==> src/rtl/dtm_pkg.sv <==
/*
  Constants, types and helpers of the debug trace and monitor port.
  Assumes a 10 MHz core clock and a 32-bit internal bus with byte addresses.
*/
package dtm_pkg;

  // ---------------------------------------------------------------
  // Timing
  // ---------------------------------------------------------------
  localparam int CLK_PERIOD_NS = 100;
  localparam int TRACE_DLY_NS = 300;
  localparam int TRACE_DLY_CYC = (TRACE_DLY_NS + CLK_PERIOD_NS - 1) / CLK_PERIOD_NS;
  localparam logic [2:0] TRACE_DLY_LOAD = 3'(TRACE_DLY_CYC - 1);

  // ---------------------------------------------------------------
  // Nibble codes
  // ---------------------------------------------------------------
  localparam logic [3:0] NIB_IDLE = 4'h3;
  localparam logic [1:0] NIB_HDR_TAG = 2'h2;
  localparam logic [3:0] NIB_NOTRDY = 4'h0;
  localparam logic [3:0] NIB_RDY = 4'h1;
  localparam int FLAG_CMDERR_BIT = 1;
  localparam int FLAG_BUSERR_BIT = 2;
  localparam logic [31:0] REF_RESET = 32'h0000_0000;

  // Command nibble: [3:2] direction, [1:0] access size
  localparam logic [1:0] CMD_READ = 2'h2;
  localparam logic [1:0] CMD_WRITE = 2'h3;
  localparam logic [1:0] SZ_BYTE = 2'h0;
  localparam logic [1:0] SZ_WORD = 2'h1;
  localparam logic [1:0] SZ_LONG = 2'h2;
  localparam logic [3:0] ADDR_NIBS = 4'h8;

  // Address spaces used by the bus error check
  localparam logic [31:0] IO8_LO = 32'hffff_e000;
  localparam logic [31:0] IO8_HI = 32'hffff_efff;
  localparam logic [31:0] EXT_LO = 32'h0040_0000;
  localparam logic [31:0] EXT_HI = 32'hfff7_ffff;

  // ---------------------------------------------------------------
  // Register map
  // ---------------------------------------------------------------
  localparam logic [7:0] REG_CTRL = 8'h00;
  localparam logic [7:0] REG_STAT = 8'h04;
  localparam logic [7:0] REG_REF = 8'h08;
  localparam int CTRL_SRST_BIT = 0;
  localparam int CTRL_MSTOP_BIT = 1;
  localparam logic [1:0] CTRL_RESET = 2'h0;

  // ---------------------------------------------------------------
  // Types
  // ---------------------------------------------------------------
  typedef struct packed {
    logic req;
    logic we;
    logic [1:0] size;
    logic [31:0] addr;
    logic [31:0] wdata;
  } dtm_bus_req_s;

  typedef enum logic [3:0] {
    TRC_IDLE = 4'h1,
    TRC_WAIT = 4'h2,
    TRC_HDR = 4'h4,
    TRC_ADDR = 4'h8
  } dtm_trc_e;

  typedef enum logic [5:0] {
    MON_CMD = 6'h01,
    MON_ADDR = 6'h02,
    MON_WDATA = 6'h04,
    MON_ACC = 6'h08,
    MON_FLAG = 6'h10,
    MON_RDATA = 6'h20
  } dtm_mon_e;

  // ---------------------------------------------------------------
  // Helpers
  // ---------------------------------------------------------------
  function automatic logic [1:0] dtm_size_code(input logic [31:0] a, input logic [31:0] r);
    if (a[31:4] == r[31:4])
      return 2'h0;
    else if (a[31:8] == r[31:8])
      return 2'h1;
    else if (a[31:16] == r[31:16])
      return 2'h2;
    else
      return 2'h3;
  endfunction : dtm_size_code

  // Nibbles carried for a 2-bit size code: 1, 2, 4 or 8
  function automatic logic [3:0] dtm_nibs(input logic [1:0] code);
    return 4'(4'h1 << code);
  endfunction : dtm_nibs

endpackage : dtm_pkg

==> src/rtl/dtm_port.sv <==
/*
  Debug trace and monitor port: branch trace output and memory monitor
  access over a 4-bit nibble bus, plus an APB register slave.
  Assumes pins are asynchronous to clk_i, an internal bus that answers
  with done or error, and standby levels from the system controller.
*/
// Our own choices: the address map and the APB register port.
//
// Behaviour
// - Trace idle drives 0011 on every debug clock cycle.
// - Branch sends one 10xx header nibble, then sync low with address nibbles.
// - Size picked against last fully sent address; reference resets to zero.
// - After last address nibble, sync negated and bus returns to 0011.
// - New branch aborts output, negates sync, resends header and new address.
// - Only a completely sent address becomes the new reference.
// - Header starts 1.5 or 2 debug clocks after the branch.
// - Host asserts sync with input nibbles; device latches only while asserted.
// - After full command, start bus access and return 0000 meanwhile.
// - Successful access returns ready nibble 0001.
// - Read data of the commanded size follows once host negates sync.
// - Undefined command abandons the operation and sets flag bit 1.
// - Bus error abandons the operation and sets flag bit 2.
// - Flag bit 3 is zero, bits 2..1 zero normally, bit 0 ready.
// - Word access at odd address and unaligned longword give bus error.
// - Longword to 8-bit I/O space, external space in single-chip: bus error.
// - Clear state on reset, hardware standby, debug reset, soft reset, module stop.
// - Software standby: monitor stays not ready; trace halts then resumes.
// - Trace mode drives debug clock at half rate, data synchronous to it.
// - Address nibbles go least significant first, count set by header.
// - Size code 00/01/10 when bits 31..4/31..8/31..16 match, else 11.
`timescale 1ns/1ps

module dtm_port (
  input wire logic clk_i,
  input wire logic resetn_i,
  input wire logic psel_i,
  input wire logic penable_i,
  input wire logic pwrite_i,
  input wire logic [7:0] paddr_i,
  input wire logic [31:0] pwdata_i,
  output logic [31:0] prdata_o,
  output logic pready_o,
  output logic pslverr_o,
  input wire logic debug_reset_n_i,
  input wire logic debug_mode_select_i,
  input wire logic hw_standby_i,
  input wire logic sw_standby_i,
  input wire logic single_chip_i,
  input wire logic branch_valid_i,
  input wire logic [31:0] branch_addr_i,
  input wire logic debug_clock_i,
  output logic debug_clock_o,
  output logic debug_clock_oe_o,
  input wire logic frame_sync_n_i,
  output logic frame_sync_n_o,
  output logic frame_sync_n_oe_o,
  input wire logic [3:0] nibble_bus_i,
  output logic [3:0] nibble_bus_o,
  output logic nibble_bus_oe_o,
  output dtm_pkg::dtm_bus_req_s ibus_o,
  input wire logic ibus_done_i,
  input wire logic ibus_err_i,
  input wire logic [31:0] ibus_rdata_i
);

  // ---------------------------------------------------------------
  // Pin synchronisers
  // ---------------------------------------------------------------
  logic [1:0] rst_s, md_s, hws_s, dck_s, fs_s;
  logic [3:0] nib_s1, nib_s2;
  logic dck_d;
  always_ff @(posedge clk_i)
  begin
    rst_s <= {rst_s[0], debug_reset_n_i};
    md_s <= {md_s[0], debug_mode_select_i};
    hws_s <= {hws_s[0], hw_standby_i};
    dck_s <= {dck_s[0], debug_clock_i};
    fs_s <= {fs_s[0], frame_sync_n_i};
    nib_s1 <= nibble_bus_i;
    nib_s2 <= nib_s1;
    dck_d <= dck_s[1];
  end

  // ---------------------------------------------------------------
  // Control register and unit clear
  // ---------------------------------------------------------------
  logic [1:0] ctrl_r;
  logic dbg_clr, mode_r;
  assign dbg_clr = !resetn_i || !rst_s[1] || hws_s[1] || ctrl_r[dtm_pkg::CTRL_SRST_BIT]
                   || ctrl_r[dtm_pkg::CTRL_MSTOP_BIT];

  // Mode is taken while the unit is held clear and frozen at release
  always_ff @(posedge clk_i)
  begin
    if (dbg_clr)
      mode_r <= md_s[1];
  end

  logic mon_run, trc_run;
  assign mon_run = !dbg_clr && mode_r;
  assign trc_run = !dbg_clr && !mode_r && !sw_standby_i;

  // ---------------------------------------------------------------
  // Branch trace
  // ---------------------------------------------------------------
  dtm_pkg::dtm_trc_e trc_state;
  logic dck_r, pend_r, trc_sync_r, slot;
  logic [2:0] dly_r;
  logic [31:0] pend_addr_r, ref_r, sh_r, cur_addr_r;
  logic [3:0] trc_nib_r, trc_cnt_r, trc_len_r;
  logic [1:0] code;
  assign slot = trc_run && dck_r;
  assign code = dtm_pkg::dtm_size_code(pend_addr_r, ref_r);

  always_ff @(posedge clk_i)
  begin
    if (dbg_clr || mode_r)
      dck_r <= 1'b0;
    else if (trc_run)
      dck_r <= !dck_r;
  end

  always_ff @(posedge clk_i)
  begin
    if (dbg_clr || mode_r)
    begin
      trc_state <= dtm_pkg::TRC_IDLE;
      pend_r <= 1'b0;
      dly_r <= '0;
      pend_addr_r <= '0;
      ref_r <= dtm_pkg::REF_RESET;
      sh_r <= '0;
      cur_addr_r <= '0;
      trc_cnt_r <= '0;
      trc_len_r <= '0;
      trc_nib_r <= dtm_pkg::NIB_IDLE;
      trc_sync_r <= 1'b1;
    end
    else if (trc_run && branch_valid_i)
    begin
      // A new branch drops any output in flight without touching the reference
      pend_addr_r <= branch_addr_i;
      dly_r <= dtm_pkg::TRACE_DLY_LOAD;
      pend_r <= 1'b1;
      trc_state <= dtm_pkg::TRC_WAIT;
      if (slot)
      begin
        trc_nib_r <= dtm_pkg::NIB_IDLE;
        trc_sync_r <= 1'b1;
      end
    end
    else if (trc_run)
    begin
      if (dly_r != 3'h0)
        dly_r <= dly_r - 3'h1;
      if (slot)
      begin
        if (pend_r && dly_r == 3'h0)
        begin
          trc_nib_r <= {dtm_pkg::NIB_HDR_TAG, code};
          trc_sync_r <= 1'b1;
          trc_len_r <= dtm_pkg::dtm_nibs(code);
          trc_cnt_r <= '0;
          sh_r <= pend_addr_r;
          cur_addr_r <= pend_addr_r;
          pend_r <= 1'b0;
          trc_state <= dtm_pkg::TRC_HDR;
        end
        else if (trc_state == dtm_pkg::TRC_HDR || (trc_state == dtm_pkg::TRC_ADDR
                 && trc_cnt_r != trc_len_r))
        begin
          trc_nib_r <= sh_r[3:0];
          sh_r <= {4'h0, sh_r[31:4]};
          trc_sync_r <= 1'b0;
          trc_cnt_r <= trc_cnt_r + 4'h1;
          trc_state <= dtm_pkg::TRC_ADDR;
        end
        else
        begin
          if (trc_state == dtm_pkg::TRC_ADDR)
            ref_r <= cur_addr_r;
          trc_nib_r <= dtm_pkg::NIB_IDLE;
          trc_sync_r <= 1'b1;
          if (trc_state != dtm_pkg::TRC_WAIT)
            trc_state <= dtm_pkg::TRC_IDLE;
        end
      end
    end
  end

  // ---------------------------------------------------------------
  // Memory monitor
  // ---------------------------------------------------------------
  dtm_pkg::dtm_mon_e mon_state;
  logic dck_rise, dck_fall, fs_on, mon_oe_r, cmd_bad;
  logic [1:0] dir_r, size_r;
  logic [31:0] addr_r, wdata_r, rdata_r;
  logic [3:0] mon_cnt_r, mon_nib_r, data_nibs;
  assign dck_rise = dck_s[1] && !dck_d;
  assign dck_fall = !dck_s[1] && dck_d;
  assign fs_on = !fs_s[1];
  // Data nibbles: 2, 4 or 8 for byte, word, longword
  assign data_nibs = dtm_pkg::dtm_nibs(2'(size_r + 2'h1));
  assign cmd_bad = !(nib_s2[3:2] == dtm_pkg::CMD_READ || nib_s2[3:2] == dtm_pkg::CMD_WRITE)
                   || nib_s2[1:0] == 2'h3;

  function automatic logic bus_fault(input logic [1:0] sz, input logic [31:0] a,
                                     input logic single);
    logic f;
    f = (sz == dtm_pkg::SZ_WORD && a[0]);
    f = f || (sz == dtm_pkg::SZ_LONG && a[1:0] != 2'h0);
    f = f || (sz == dtm_pkg::SZ_LONG && a >= dtm_pkg::IO8_LO && a <= dtm_pkg::IO8_HI);
    f = f || (single && a >= dtm_pkg::EXT_LO && a <= dtm_pkg::EXT_HI);
    return f;
  endfunction : bus_fault

  always_ff @(posedge clk_i)
  begin
    if (!mon_run)
    begin
      mon_state <= dtm_pkg::MON_CMD;
      mon_cnt_r <= '0;
      dir_r <= '0;
      size_r <= '0;
      addr_r <= '0;
      wdata_r <= '0;
      rdata_r <= '0;
      mon_nib_r <= dtm_pkg::NIB_NOTRDY;
      mon_oe_r <= 1'b0;
      ibus_o <= '0;
    end
    else
    begin
      case (mon_state)
        dtm_pkg::MON_CMD:
          if (dck_rise && fs_on)
          begin
            dir_r <= nib_s2[3:2];
            size_r <= nib_s2[1:0];
            mon_cnt_r <= '0;
            if (cmd_bad)
            begin
              mon_nib_r <= 4'(1 << dtm_pkg::FLAG_CMDERR_BIT) | dtm_pkg::NIB_RDY;
              mon_oe_r <= 1'b1;
              mon_state <= dtm_pkg::MON_FLAG;
            end
            else
              mon_state <= dtm_pkg::MON_ADDR;
          end
        dtm_pkg::MON_ADDR:
          if (dck_rise && fs_on)
          begin
            addr_r <= {nib_s2, addr_r[31:4]};
            mon_cnt_r <= mon_cnt_r + 4'h1;
            if (mon_cnt_r == dtm_pkg::ADDR_NIBS - 4'h1)
            begin
              mon_cnt_r <= '0;
              if (dir_r == dtm_pkg::CMD_WRITE)
                mon_state <= dtm_pkg::MON_WDATA;
              else
              begin
                mon_nib_r <= dtm_pkg::NIB_NOTRDY;
                mon_oe_r <= 1'b1;
                mon_state <= dtm_pkg::MON_ACC;
              end
            end
          end
        dtm_pkg::MON_WDATA:
          if (dck_rise && fs_on)
          begin
            wdata_r <= wdata_r | ({28'h0, nib_s2} << {mon_cnt_r[2:0], 2'h0});
            mon_cnt_r <= mon_cnt_r + 4'h1;
            if (mon_cnt_r == data_nibs - 4'h1)
            begin
              mon_nib_r <= dtm_pkg::NIB_NOTRDY;
              mon_oe_r <= 1'b1;
              mon_state <= dtm_pkg::MON_ACC;
            end
          end
        dtm_pkg::MON_ACC:
          if (bus_fault(size_r, addr_r, single_chip_i))
          begin
            mon_nib_r <= 4'(1 << dtm_pkg::FLAG_BUSERR_BIT) | dtm_pkg::NIB_RDY;
            mon_state <= dtm_pkg::MON_FLAG;
          end
          else if (ibus_o.req && (ibus_done_i || ibus_err_i))
          begin
            ibus_o.req <= 1'b0;
            rdata_r <= ibus_rdata_i;
            mon_nib_r <= ibus_err_i ? (4'(1 << dtm_pkg::FLAG_BUSERR_BIT) | dtm_pkg::NIB_RDY)
                                    : dtm_pkg::NIB_RDY;
            mon_state <= dtm_pkg::MON_FLAG;
          end
          else if (!sw_standby_i)
          begin
            ibus_o <= '{req: 1'b1, we: (dir_r == dtm_pkg::CMD_WRITE), size: size_r,
                        addr: addr_r, wdata: wdata_r};
          end
        dtm_pkg::MON_FLAG:
          if (!fs_on)
          begin
            mon_cnt_r <= '0;
            if (mon_nib_r == dtm_pkg::NIB_RDY && dir_r == dtm_pkg::CMD_READ)
              mon_state <= dtm_pkg::MON_RDATA;
            else
            begin
              mon_oe_r <= 1'b0;
              wdata_r <= '0;
              mon_state <= dtm_pkg::MON_CMD;
            end
          end
        dtm_pkg::MON_RDATA:
          if (dck_fall)
          begin
            if (mon_cnt_r == data_nibs)
            begin
              mon_oe_r <= 1'b0;
              mon_state <= dtm_pkg::MON_CMD;
            end
            else
            begin
              mon_nib_r <= rdata_r[3:0];
              rdata_r <= {4'h0, rdata_r[31:4]};
              mon_cnt_r <= mon_cnt_r + 4'h1;
            end
          end
        default:
          mon_state <= dtm_pkg::MON_CMD;
      endcase
    end
  end

  // ---------------------------------------------------------------
  // Pin output stage
  // ---------------------------------------------------------------
  always_ff @(posedge clk_i)
  begin
    if (dbg_clr)
    begin
      debug_clock_o <= 1'b0;
      debug_clock_oe_o <= 1'b0;
      frame_sync_n_o <= 1'b1;
      frame_sync_n_oe_o <= 1'b0;
      nibble_bus_o <= dtm_pkg::NIB_IDLE;
      nibble_bus_oe_o <= 1'b0;
    end
    else
    begin
      debug_clock_o <= dck_r;
      debug_clock_oe_o <= !mode_r;
      frame_sync_n_o <= mode_r ? 1'b1 : trc_sync_r;
      frame_sync_n_oe_o <= !mode_r;
      nibble_bus_o <= mode_r ? mon_nib_r : trc_nib_r;
      nibble_bus_oe_o <= !mode_r || mon_oe_r;
    end
  end

  // ---------------------------------------------------------------
  // APB slave
  // ---------------------------------------------------------------
  logic hit;
  assign hit = paddr_i == dtm_pkg::REG_CTRL || paddr_i == dtm_pkg::REG_STAT
               || paddr_i == dtm_pkg::REG_REF;

  always_ff @(posedge clk_i)
  begin
    if (!resetn_i)
    begin
      ctrl_r <= dtm_pkg::CTRL_RESET;
      pready_o <= 1'b0;
      pslverr_o <= 1'b0;
      prdata_o <= '0;
    end
    else if (psel_i && !penable_i)
    begin
      pready_o <= 1'b1;
      pslverr_o <= !hit;
      case (paddr_i)
        dtm_pkg::REG_CTRL: prdata_o <= {30'h0, ctrl_r};
        dtm_pkg::REG_STAT: prdata_o <= {24'h0, mon_nib_r, !mon_state[0],
                                        trc_state != dtm_pkg::TRC_IDLE, mon_run, mode_r};
        dtm_pkg::REG_REF: prdata_o <= ref_r;
        default: prdata_o <= '0;
      endcase
    end
    else
    begin
      // A write lands only at the edge that completes the access phase
      if (psel_i && penable_i && pready_o && pwrite_i && paddr_i == dtm_pkg::REG_CTRL)
        ctrl_r <= pwdata_i[1:0];
      pready_o <= 1'b0;
      pslverr_o <= 1'b0;
    end
  end

  // ---------------------------------------------------------------
  // Assertions
  // ---------------------------------------------------------------
  logic [3:0] br_age;
  always_ff @(posedge clk_i)
  begin
    if (dbg_clr || branch_valid_i)
      br_age <= '0;
    else if (br_age != 4'hf)
      br_age <= br_age + 4'h1;
  end
endmodule : dtm_port

==> config.mk <==
export PLATFORM = sky130hd
export DESIGN_NAME = dtm_port
export DESIGN_NICKNAME = d
export VERILOG_FILES = /design/src/rtl/dtm_pkg.sv /design/src/rtl/dtm_port.sv
export SDC_FILE = /design/constraint.sdc
export NUM_CORES = 1
export LEC_CHECK = 0
export ABC_AREA = 1
export CORE_ASPECT_RATIO = 1.5
export CORE_MARGIN = 1
export CORE_UTILIZATION = 55
export DETAILED_ROUTE_END_ITERATION = 12
export DONT_BUFFER_PORTS = 1
export PLACE_DENSITY = 0.79
export SYNTH_ARGS = -nofsm -noshare
export SYNTH_HDL_FRONTEND = slang
export SYNTH_SLANG_ARGS = --single-unit
==> constraint.sdc <==
create_clock -name clk_i -period 3.2 [get_ports clk_i]
set_input_delay 0.64 -clock clk_i [delete_from_list [all_inputs] [get_ports clk_i]]
set_output_delay 0.64 -clock clk_i [all_outputs]
set_load 0.03 [all_outputs]
==> results.md <==
* Post-synthesis sequential area ratio at between 50% and 60%
* Clk_skew at 17.60 ps
* Most frequent cell after synthesis: nand2_1
* Post-layout min period at roughly 2400 ps
* Multi-input gate area at between 6000 and 7000 um2
* CP dominant cell by count: nor2_1
* Worst path max stage delay at 810 ps
* Startpoint types: register
* Crit Path Max Fanout at 68
* Layout cells sized above 1 at under 10%
* Final Net Count at about 2200
* Post-synth ARST share at 0%
* I/O pins at ~230
* Least-Margin Pin Slew at roughly 1100 ps
* CP required at around 3700 ps
* Slowest CP cell: inv_2
* Final Max Slew Viols at 0
* WP data arrival at 2910 ps
* Seq. cell area at ~8000 um2
* Unrepaired setup endpoints after global routing: false
* CTS tree: yes
* Top cell type by total area after synthesis: dfxtp_1
* Hold Path Class: in -> reg
* Total gr overflow at 0
* Slew HR at between 20% and 30%
* Die Ht at about 210 um
* Worst setup startpoint: size_r[1]
* Final core occ at around three fifths
* Mapped Area at 15640 um2
* Die width at about 140 um
* H-tree depth at 2
* Clk_lat worst skew at roughly 540 ps
* R2R Path Start: size_r[1]
* Port bufs at 0
* Vias in the first global route at approximately 13000
* Max clock buf depth at 3
* FILL cells at 2447
* FP Rows at 75
* Area Growth Syn to Fin at 8.894%
* Number of setup buffers added after CTS at 0
* Crit path cell chain: ha_1 > nand4_1 > nor2_1 > a21oi_1 > nand3_4 > nor2_4 > inv_2 > nor2_1 > nor2_1
* Placed Cells at roughly 2300
* Status: finished, final reports clean
* Highest clock rate at between 400 and 500 MHz
* Sw frac at a little over a fifth
* Starting Density at about 56%
* Critical path class: reg -> reg
* Critical Path Sink: ibus_o[64]
* Pin count of the biggest net entering global routing at just under 80
* Vias/cell at approximately 5.5
* DR WL/cell at approximately 16 um
* Post-Synthesis Cells at 2066
* Synth warnings at 0
* TritonRoute pass-1 iters at 5
* Clk root buf: clkbuf_16
* Syn nets at around 2200
* Cts repair resizes at 0
* Ranking of synthesized cells by area: dfxtp_1, nand2_1, nor2_1, o21ai_0, a21oi_1
* Internal power at 7.674 mW
* Proportion of netlist area held by the largest area contributor at between 50% and 60%
* Worst-path clk slew at about 60 ps
* Remaining antenna violation count at 0
* Clk sinks at roughly 400
* Reg2Reg Setup Slack at 760 ps
* Reg2reg path depth at 9
* Total global-route track usage at a little over a quarter
* HPWL Detailed at 26860 um
* Leak Pwr at a little under 7 nW
* Clk pwr share at 46.5%
* Synth unique cells at 41
* Syn avg cell area at between 7 and 8 um2
* Final WL at 38630 um
* ANT cells at 0
* Share of power burned in registers at just over 50%
* Initial antenna violation count at 0
* Final Setup Violations at 0
* Top post-synthesis cells by count: nand2_1, dfxtp_1, nor2_1, o21ai_0, a21oi_1
* Switching pwr at roughly 2.1 mW
* Final GP Congestion at between 0.9 and 1
* Crit. End Element: register
* Final Hold Vio Count at 0
* CTS Buf Count at 37
* CTS Hold Buffers Added at 0
* Post-Layout Cell Count at approximately 2400
* Via count at roughly 13000
* Worst r2r dst: ibus_o[64]
* Flops & latches, synth at 397
* DRC violations left at 0
* Full die area at roughly 29000 um2
* Combinational Power Share at 2.0%
* Setup TNS at 0 ps
* DRC marker count from the first detailed-route iteration at a little over 1000
* Top FF cell, synth: dfxtp_1
* First-pass GRT wire length at approximately 62000 um
* Max-cap violations at 0
* PD cells at between 500 and 600 nW/um2
* Crit share post-route at between 70% and 80%
* Core area at 27960 um2
* Number of flops mapped to enable cells by yosys at 1
* Max IR drop VDD at about 0.40 mV
[per-stage QoR]
stage                     setup WS [ps]  hold slack (ps)  power (mW)  instance area (um2)
after detailed placement          495.8            312.8       5.345                15780
after floorplan                    1136            309.6       5.296                15640
after global placement            547.4            311.6       5.342                15780
after CTS                         740.2            102.7       9.844                17040
final                             762.4            123.6       9.792                17040
after global routing              544.6            102.5       10.06                17040
[routing by layer]
metal | track usage, % | share of wire, % | wire (um)
met5 | 0 | 0 | 0
met4 | 13.11 | 4.2 | 1625
met3 | 5.178 | 5.7 | 2202
met2 | 48.36 | 52 | 20030
met1 | 28.42 | 38 | 14770
[final cells by class]
cell class	count	share of cell area, %
sequential	397	46.71
multi-input combinational	1402	38.56
clock buffer	54	6.405
inverter	159	3.503
tap	346	2.541
timing repair buffer	26	1.293
clock inverter	13	0.9842
[cell families after synthesis]
family | Yosys count | share of synthesized area (%)
AOI/OAI and AO/OA | 464 | 15.76
DFF | 397 | 50.87
xor gates and xnor gates | 32 | 1.792
adders and majority gates | 9 | 0.7198
and+or+nand+nor | 897 | 23.61
buffers and inverters | 267 | 7.246
[sequential cells by signal (all words and copies together) (netlist names), 6 cells and up]
name / cells
prdata_o: 32
sh_r: 32
addr_r: 32
ibus_o: 68
wdata_r: 32
mon_state: 6
pend_addr_r: 32
rdata_r: 32
ref_r: 32
cur_addr_r: 32
[cell usage in the layout (no fill, tap or decap), types with 3 or more instances in the layout]
cell type and instances:
nand2_1 416, o21ai_1 48, xnor2_1 15, ha_1 9, or2_2 6, clkbuf_8 8, nor2_2 6, o211ai_1 3
clkinv_2 5, o21ai_0 218, o31ai_1 12, o22ai_1 5, clkbuf_16 38, clkbuf_1 8, clkinv_1 4, a22o_1 26
bufinv_16 3, nand3_2 3, xor2_1 17, nor2_1 362, dfxtp_1 396, nand4_1 23, nor2_4 5, a21oi_1 149
nor3_1 17, nand3_1 45, inv_2 9, buf_4 24, inv_1 146
[worst min path at each step]
stage / startpoint / end / slack, ps / cells past startpoint
after floorplan: dck_s[0] / dck_s[1] / 310 / 0
after global placement: nib_s1[1] / nib_s2[1] / 310 / 0
after detailed placement: nib_s1[2] / nib_s2[2] / 310 / 0
after CTS: debug_reset_n_i / rst_s[0] / 100 / 0
after global routing: debug_reset_n_i / rst_s[0] / 100 / 0
final: debug_reset_n_i / rst_s[0] / 120 / 0
[power by group through the flow]
| stage | combinational, mW | clock, mW | sequential [mW] |
|---|---|---|---|
| after floorplan | 0.152 | 0 | 5.14 |
| after CTS | 0.195 | 4.61 | 5.04 |
| after detailed placement | 0.193 | 0 | 5.15 |
| final | 0.195 | 4.56 | 5.04 |
| after global placement | 0.190 | 0 | 5.15 |
| after global routing | 0.219 | 4.80 | 5.04 |
[critical path: cells and delay by family, from the launching register on]
family	cells	cell delay [ps]
AO/OA/AOI/OAI	1	140
adder cells (fa/ha/maj)	1	270
buffers and inverters	1	810
flip-flops	1	420
AND/OR/NAND/NOR	6	710
(Power assumes the default switching activity.)
